==> src/include/irq_flags_pkg.sv <==
// Constants and carrier types of the request and error flag block
// ****************************************************************
// Function
// - General write bit 7 sets or clears marked
// - Transmit-done request set after last bit
// - Receive-done request set on valid stream end
// - Byte-required option gates receive-done on FIFO
// - Command self-termination to idle sets command-end
// - Unknown command returns idle, sets command-end
// - Host writing idle raises no command-end
// - FIFO high level latched until host clears
// - FIFO low level latched until host clears
// - Any newly set error raises error request
// - Timer reaching zero raises timer request
// - Aux write bit 7 sets or clears marked
// - Aux input edges raise activity request
// - Checksum done during checksum command raises request
// - Aux request register at 05h, reserved bits
// - Read-only error register 06h, reset 00h
// - Errors reflect the most recent command
// - General request register 04h, reset 14h
// - Enabled requests combine into interrupt status
// - Polarity option inverts the interrupt pin
// - Command start clears errors except overheat
// ****************************************************************
package irq_flags_pkg;

	// ****************************************************************
	// Register offsets
	// ****************************************************************
	localparam logic [5:0] CMD_ADDR       = 6'h01;
	localparam logic [5:0] GEN_EN_ADDR    = 6'h02;
	localparam logic [5:0] AUX_EN_ADDR    = 6'h03;
	localparam logic [5:0] GEN_REQ_ADDR   = 6'h04;
	localparam logic [5:0] AUX_REQ_ADDR   = 6'h05;
	localparam logic [5:0] ERR_ADDR       = 6'h06;
	localparam logic [5:0] STATUS_ADDR    = 6'h07;
	localparam logic [5:0] RX_MODE_ADDR   = 6'h20;

	// ****************************************************************
	// Reset values and field layout
	// ****************************************************************
	localparam logic [7:0] GEN_EN_RST     = 8'h80;
	localparam logic [7:0] AUX_EN_RST     = 8'h00;
	localparam logic [6:0] GEN_REQ_RST    = 7'h14;
	localparam logic [6:0] AUX_REQ_RST    = 7'h00;
	localparam logic [7:0] ERR_RST        = 8'h00;
	localparam logic [6:0] AUX_REQ_MASK   = 7'h14;
	localparam logic [7:0] ERR_MASK       = 8'hDF;
	localparam logic [7:0] ERR_KEEP_MASK  = 8'h40;
	localparam int         SEL_BIT        = 7;
	localparam int         TX_BIT         = 6;
	localparam int         RX_BIT         = 5;
	localparam int         CMD_END_BIT    = 4;
	localparam int         FIFO_HI_BIT    = 3;
	localparam int         FIFO_LO_BIT    = 2;
	localparam int         ERR_BIT        = 1;
	localparam int         TIMER_BIT      = 0;
	localparam int         AUX_EDGE_BIT   = 4;
	localparam int         CRC_BIT        = 2;
	localparam int         INV_BIT        = 7;
	localparam int         ST_IRQ_BIT     = 4;
	localparam int         ST_HI_BIT      = 1;
	localparam int         ST_LO_BIT      = 0;
	localparam logic [3:0] IDLE_CMD       = 4'h0;

	// ****************************************************************
	// Event carrier from the internal units
	// ****************************************************************
	typedef struct packed {
		logic tx_last_bit;
		logic rx_stream_end;
		logic cmd_finished;
		logic timer_zero;
		logic crc_data_done;
	} unit_events_t;

endpackage : irq_flags_pkg

==> src/hdl/irq_flags.sv <==
// Request, error flag and interrupt pin logic of the reader core
`timescale 1ns/1ps

module irq_flags
	import irq_flags_pkg::*;
#(
	parameter logic [3:0]  CRC_CMD    = 4'h3,
	parameter logic [15:0] KNOWN_CMDS = 16'hFFFF
) (
	// Clock and reset
	input  wire logic         CLK_I,
	input  wire logic         SRST_I,
	// Register port
	input  wire logic [5:0]   ADDR_I,
	input  wire logic [7:0]   WDATA_I,
	input  wire logic         WR_I,
	input  wire logic         RD_I,
	output logic      [7:0]   RDATA_O,
	// Internal unit events and levels
	input  wire unit_events_t EVT_I,
	input  wire logic         FIFO_HAS_BYTES_I,
	input  wire logic         FIFO_HIGH_I,
	input  wire logic         FIFO_LOW_I,
	input  wire logic         AUX_SERIAL_I,
	input  wire logic [7:0]   ERR_SET_I,
	// Command and interrupt outputs
	output logic      [3:0]   CMD_O,
	output logic              CMD_START_O,
	output logic              IRQ_O
);

	// ****************************************************************
	// Decode
	// ****************************************************************
	function automatic logic wr_at(input logic wr, input logic [5:0] ad, input logic [5:0] a);
		wr_at = wr && (ad == a);
	endfunction : wr_at

	logic [3:0] cmd;
	logic [7:0] gen_en;
	logic [7:0] aux_en;
	logic [6:0] gen_req;
	logic [6:0] aux_req;
	logic [7:0] err;
	logic       rx_requires_bytes;
	logic       aux_prev;
	logic       irq_bit;

	logic       wr_cmd;
	logic       wr_gen;
	logic       wr_aux;
	logic       cmd_known;
	logic       cmd_start;
	logic       cmd_unknown;
	logic       cmd_self_end;
	logic [7:0] next_err;
	logic [6:0] gen_hw;
	logic [6:0] aux_hw;
	logic [6:0] next_gen_req;
	logic [6:0] next_aux_req;
	logic       next_irq;

	assign wr_cmd       = wr_at(WR_I, ADDR_I, CMD_ADDR);
	assign wr_gen       = wr_at(WR_I, ADDR_I, GEN_REQ_ADDR);
	assign wr_aux       = wr_at(WR_I, ADDR_I, AUX_REQ_ADDR);
	assign cmd_known    = KNOWN_CMDS[WDATA_I[3:0]];
	assign cmd_start    = wr_cmd && (WDATA_I[3:0] != IDLE_CMD);
	assign cmd_unknown  = cmd_start && !cmd_known;
	// Host writes win over a simultaneous self-termination
	assign cmd_self_end = EVT_I.cmd_finished && (cmd != IDLE_CMD) && !wr_cmd;

	// ****************************************************************
	// Command field
	// ****************************************************************
	always_ff @(posedge CLK_I) begin
		if (SRST_I) begin
			cmd <= IDLE_CMD;
		end else if (wr_cmd) begin
			cmd <= cmd_known ? WDATA_I[3:0] : IDLE_CMD;
		end else if (cmd_self_end) begin
			cmd <= IDLE_CMD;
		end
	end

	// ****************************************************************
	// Enables and option bits
	// ****************************************************************
	always_ff @(posedge CLK_I) begin
		if (SRST_I) begin
			gen_en            <= GEN_EN_RST;
			aux_en            <= AUX_EN_RST;
			rx_requires_bytes <= 1'b0;
		end else begin
			if (wr_at(WR_I, ADDR_I, GEN_EN_ADDR)) begin
				gen_en <= WDATA_I;
			end
			if (wr_at(WR_I, ADDR_I, AUX_EN_ADDR)) begin
				aux_en <= WDATA_I & {1'b1, AUX_REQ_MASK};
			end
			if (wr_at(WR_I, ADDR_I, RX_MODE_ADDR)) begin
				rx_requires_bytes <= WDATA_I[0];
			end
		end
	end

	// ****************************************************************
	// Error flags
	// ****************************************************************
	always_comb begin
		next_err = cmd_start ? (err & ERR_KEEP_MASK) : err;
		next_err = (next_err | ERR_SET_I) & ERR_MASK;
	end

	always_ff @(posedge CLK_I) begin
		if (SRST_I) begin
			err <= ERR_RST;
		end else begin
			err <= next_err;
		end
	end

	// ****************************************************************
	// Request registers
	// ****************************************************************
	always_comb begin
		gen_hw = '0;
		gen_hw[TX_BIT]      = EVT_I.tx_last_bit;
		gen_hw[RX_BIT]      = EVT_I.rx_stream_end && (!rx_requires_bytes || FIFO_HAS_BYTES_I);
		// host idle write is not an end
		gen_hw[CMD_END_BIT] = cmd_self_end || cmd_unknown;
		gen_hw[FIFO_HI_BIT] = FIFO_HIGH_I;
		gen_hw[FIFO_LO_BIT] = FIFO_LOW_I;
		gen_hw[ERR_BIT]     = |(next_err & ~err);
		gen_hw[TIMER_BIT]   = EVT_I.timer_zero;
		aux_hw = '0;
		aux_hw[AUX_EDGE_BIT] = AUX_SERIAL_I ^ aux_prev;
		aux_hw[CRC_BIT]      = EVT_I.crc_data_done && (cmd == CRC_CMD);
	end

	// Hardware set beats a host clear in the same cycle
	always_comb begin
		next_gen_req = gen_req | gen_hw;
		next_aux_req = aux_req | aux_hw;
		if (wr_gen) begin
			next_gen_req = WDATA_I[SEL_BIT] ? (gen_req | WDATA_I[6:0] | gen_hw)
			                                : ((gen_req & ~WDATA_I[6:0]) | gen_hw);
		end
		if (wr_aux) begin
			next_aux_req = WDATA_I[SEL_BIT] ? (aux_req | WDATA_I[6:0] | aux_hw)
			                                : ((aux_req & ~WDATA_I[6:0]) | aux_hw);
		end
		next_aux_req = next_aux_req & AUX_REQ_MASK;
	end

	always_ff @(posedge CLK_I) begin
		if (SRST_I) begin
			gen_req <= GEN_REQ_RST;
			aux_req <= AUX_REQ_RST;
		end else begin
			gen_req <= next_gen_req;
			aux_req <= next_aux_req;
		end
	end

	always_ff @(posedge CLK_I) begin
		if (SRST_I) begin
			// Track the pin in reset too, so no false edge follows
			aux_prev <= AUX_SERIAL_I;
		end else begin
			aux_prev <= AUX_SERIAL_I;
		end
	end

	// ****************************************************************
	// Interrupt combine and pin
	// ****************************************************************
	// enabled requests only
	assign next_irq = |(gen_req & gen_en[6:0]) || |(aux_req & aux_en[6:0]);

	always_ff @(posedge CLK_I) begin
		if (SRST_I) begin
			irq_bit <= 1'b0;
			IRQ_O   <= GEN_EN_RST[INV_BIT];
		end else begin
			irq_bit <= next_irq;
			IRQ_O   <= next_irq ^ gen_en[INV_BIT];
		end
	end

	// ****************************************************************
	// Read port and command outputs
	// ****************************************************************
	always_ff @(posedge CLK_I) begin
		if (SRST_I) begin
			RDATA_O <= 8'h00;
		end else if (RD_I) begin
			unique case (ADDR_I)
				CMD_ADDR:     RDATA_O <= {4'h0, cmd};
				GEN_EN_ADDR:  RDATA_O <= gen_en;
				AUX_EN_ADDR:  RDATA_O <= aux_en;
				GEN_REQ_ADDR: RDATA_O <= {1'b0, gen_req};
				AUX_REQ_ADDR: RDATA_O <= {1'b0, aux_req};
				ERR_ADDR:     RDATA_O <= err;
				STATUS_ADDR:  RDATA_O <= {3'h0, irq_bit, 2'h0, FIFO_HIGH_I, FIFO_LOW_I};
				RX_MODE_ADDR: RDATA_O <= {7'h00, rx_requires_bytes};
				default:      RDATA_O <= 8'h00;
			endcase
		end else begin
			RDATA_O <= 8'h00;
		end
	end

	always_ff @(posedge CLK_I) begin
		if (SRST_I) begin
			CMD_START_O <= 1'b0;
		end else begin
			CMD_START_O <= cmd_start && cmd_known;
		end
	end

	assign CMD_O = cmd;
endmodule : irq_flags

==> config.mk <==
export PLATFORM = sky130hd
export DESIGN_NAME = irq_flags
export DESIGN_NICKNAME = d
export VERILOG_FILES = /design/src/include/irq_flags_pkg.sv /design/src/hdl/irq_flags.sv
export SDC_FILE = /design/constraint.sdc
export NUM_CORES = 1
export LEC_CHECK = 0
export BUFFER_PORTS_ARGS = -buffer_cell sky130_fd_sc_hd__buf_2
export CAP_MARGIN = 20
export CORE_ASPECT_RATIO = 1.1
export CORE_MARGIN = 2
export CORE_UTILIZATION = 49
export CTS_BUF_LIST = sky130_fd_sc_hd__clkbuf_4
export DETAILED_ROUTE_END_ITERATION = 8
export PLACE_DENSITY = 0.8
export SYNTH_ARGS = -nofsm -noshare
export SYNTH_HDL_FRONTEND = slang
export SYNTH_SLANG_ARGS = --single-unit
==> constraint.sdc <==
create_clock -name CLK_I -period 1.9 [get_ports CLK_I]
set_input_delay 0.38 -clock CLK_I [delete_from_list [all_inputs] [get_ports CLK_I]]
set_output_delay 0.38 -clock CLK_I [all_outputs]
set_load 0.02 [all_outputs]
==> results_dict.tcl <==
set metrics [dict create \
    status "complete, no violations" \
    cts_tree "yes" \
    cts-buffers-inserted 5 \
    setup_viol 0 \
    synth_compound_area_share_pct 15.68 \
    synth-seq-area-share_pct 43.81 \
    synthXorXnorAreaFrac_pct 0.8712 \
    crit_type "in -> reg" \
    worstHoldStart "AUX_SERIAL_I" \
    r2r_cells 4 \
    clock_latency_ns 0.36 \
    max_freq_ghz 0.6502 \
    grt_first_pass_wirelength_mm 8.742 \
    hold_class "in -> reg" \
    grt_max_degree 37 \
    whs_ns 0.1422 \
    cts-root-buf "clkbuf_4" \
    crit_arrival_ns 1.82 \
    drt_iter0_markers 158 \
    worstPathRequired_ns 2.18 \
    min_period_ns 1.538 \
    ios 49 \
    clk_pin_slew_worst_paths_ns 0.12 \
    tightest_slew_ns 0.4581 \
    synthFlopType "dfxtp_1" \
    stdcell_count 343 \
    place.port_buffers 47 \
    rsz0062_at_grt "false" \
    die_y_um 71.19 \
    timing.rr.end "IRQ_O" \
    synth_edf_count 0 \
    synth.mux.area_fraction_pct 11.20 \
    grt_use_total_pct 24.71 \
    skew_ns 0.01236 \
    holdBufCountCts 0 \
    synth.net_count 260 \
    finalMaxSlewViolations 0 \
    core_area_mm2 0.003964 \
    cts_resized 0 \
    most-common-layout-cells "buf_2, dfxtp_1, nor2_1, buf_4" \
    die_w_um 65.08 \
    start_kind "primary input" \
    synth.avg_cell_area_um2 8.936 \
    ys_types 40 \
    finalWirelength_mm 5.348 \
    post-dp-hpwl_mm 4.008 \
    core.rowCount 24 \
    p_leak_nw 1.117 \
    yosys.area_share.simple_pct 23.71 \
    vias 1974 \
    dp_cells 335 \
    cts.path.max_buffers 2 \
    grt_pass1_vias 1817 \
    reg2reg_slack_ns 0.36 \
    total_power_mw 1.613 \
    fin_crit_sh_pct 80.94 \
    start_util_pct 50.73 \
    grt_remaining_overflow 0 \
    hold-path-endpoint "aux_prev" \
    layout.nets 325 \
    cts_setup_buffers 0 \
    die-area_mm2 0.004632 \
    finalHoldViolCount 0 \
    regToRegStartpoint "gen_req[3]" \
    hold_path_depth 1 \
    ys_warn_count 0 \
    setup_ws_ns 0.3621 \
    pre_cts_ws_ns -0.003366 \
    syn_inst 225 \
    drive_gt1_share_pct 29.55 \
    synth_fa_ha_area_share_pct 0 \
    antenna_found_initial 0 \
    netlist_area_mm2 0.002011 \
    critPathMaxFanout 6 \
    antenna_left 0 \
    wl_per_cell_um 15.59 \
    diodes 0 \
    syn2layout_area_growth_pct 23.46 \
    via_per_inst 5.755 \
    nFillCells 383 \
    drc 0 \
    ir_drop_v 0.0004179 \
    h-tree-depth 2 \
    endpoint_kind "flip-flop" \
    synth_top_family_by_area "simple AND/OR/NAND/NOR gates" \
    gp_congestion 0.8853 \
    final_common_cell "buf_2" \
    power_density_mw_per_mm2 649.7 \
    slew_headroom_pct 69.38 \
    ys_seq_elements 44 \
    cap_viol_max_count 0 \
    firstDrtPassIters 5 \
    clkSinkCount 44 \
    async_reset_ff_share_pct 0 \
]
## Yosys cell counts, types with 2 or more instances
| master | number | area [um^2] |
|---|---|---|
| a22oi_1 | 8 | 60.06 |
| nand3b_1 | 4 | 30.03 |
| a31oi_1 | 2 | 12.51 |
| dfxtp_1 | 44 | 880.8 |
| nor4b_2 | 2 | 30.03 |
| a221oi_1 | 2 | 17.52 |
| nand4_1 | 11 | 68.82 |
| a211oi_1 | 3 | 22.52 |
| nor3_1 | 3 | 15.01 |
| a311oi_1 | 2 | 17.52 |
| a222oi_1 | 3 | 30.03 |
| or4_1 | 2 | 15.01 |
| mux2i_1 | 18 | 180.2 |
| xnor2_1 | 2 | 17.52 |
| and3_1 | 3 | 18.77 |
| nand4b_1 | 2 | 17.52 |
| inv_1 | 10 | 37.54 |
| buf_4 | 2 | 15.01 |
| mux2_2 | 2 | 22.52 |
| a21oi_1 | 18 | 90.09 |
| buf_2 | 4 | 20.02 |
| nor2_1 | 35 | 131.4 |
| o21ai_0 | 3 | 15.01 |
| clkbuf_1 | 6 | 22.52 |
| nand2_1 | 13 | 48.80 |
| nor2b_1 | 3 | 18.77 |
| a41oi_1 | 2 | 17.52 |
| and3b_1 | 2 | 17.52 |
| nand3_1 | 3 | 15.01 |
## kinds of logic (layout without fill, tap and decap cells)
group,Yosys count,count (layout)
simple gates,89,89
compound gates,47,47
mux,21,21
xor+xnor,2,2
flops,44,44
buf+inv,22,88
## worst max-delay path by stage
stage                         start         end  slack [ns]  depth (start not counted)
after floorplan           ADDR_I[1]   gen_en[7]        0.03                          5
after global placement    ADDR_I[5]   gen_en[3]        0.04                          6
after detailed placement  ADDR_I[5]  gen_req[0]      -0.003                          6
after CTS                 ADDR_I[5]   gen_en[2]        0.37                          6
after global routing      ADDR_I[5]  gen_req[0]        0.27                          6
final                     ADDR_I[5]  gen_req[0]        0.36                          6
## metrics by stage
step,util (%),cell area (um^2),TNS [ns]
3_3_place_gp,61.21,2426,0
6_report,62.63,2482,0
5_1_grt,62.63,2482,0
4_1_cts,62.63,2482,0
2_1_floorplan,-,2011,0
3_5_place_dp,61.21,2426,-0.003366
## layout make-up
class | instances | area [um^2] | area share (%)
Inverter | 10 | 37.54 | 1.512
Tap cell | 52 | 65.06 | 2.621
Clock buffer | 7 | 52.55 | 2.117
Clock inverter | 1 | 3.754 | 0.1512
Multi-Input combinational cell | 159 | 1035 | 41.68
Timing Repair Buffer | 70 | 407.9 | 16.43
Sequential cell | 44 | 880.8 | 35.48
## power by group
group	internal, mW	total, mW	switching (mW)	leakage [nW]
clock	0.171	0.460	0.289	0.0338
combinational	0.0850	0.187	0.102	0.724
sequential	0.946	0.965	0.0193	0.359
## worst max-delay path, stage by stage
cell and delay [ns]:
buf_2 0.10, buf_4 0.15, nor4b_2 0.45, and3_1 0.38
a211oi_1 0.11, a311oi_1 0.24
## sequential cells by signal (all words and copies together) (netlist names)
| signal | cells |
|---|---|
| RDATA_O | 8 |
| gen_en | 8 |
| err | 7 |
| gen_req | 7 |
| CMD_O | 4 |
| aux_en | 3 |
| aux_req | 2 |
| CMD_START_O | 1 |
| IRQ_O | 1 |
| aux_prev | 1 |
| irq_bit | 1 |
| rx_requires_bytes | 1 |
## per-layer routing
layer / global-route usage, % / vias up / wire [um]
met5: 0 / - / 0
met4: 9.491 / 0 / 89
met3: 5.882 / 10 / 410
met2: 38.83 / 82 / 2580
met1: 33.03 / 927 / 2268
li1: - / 955 / -
Power figures use the tool's default switching activity.
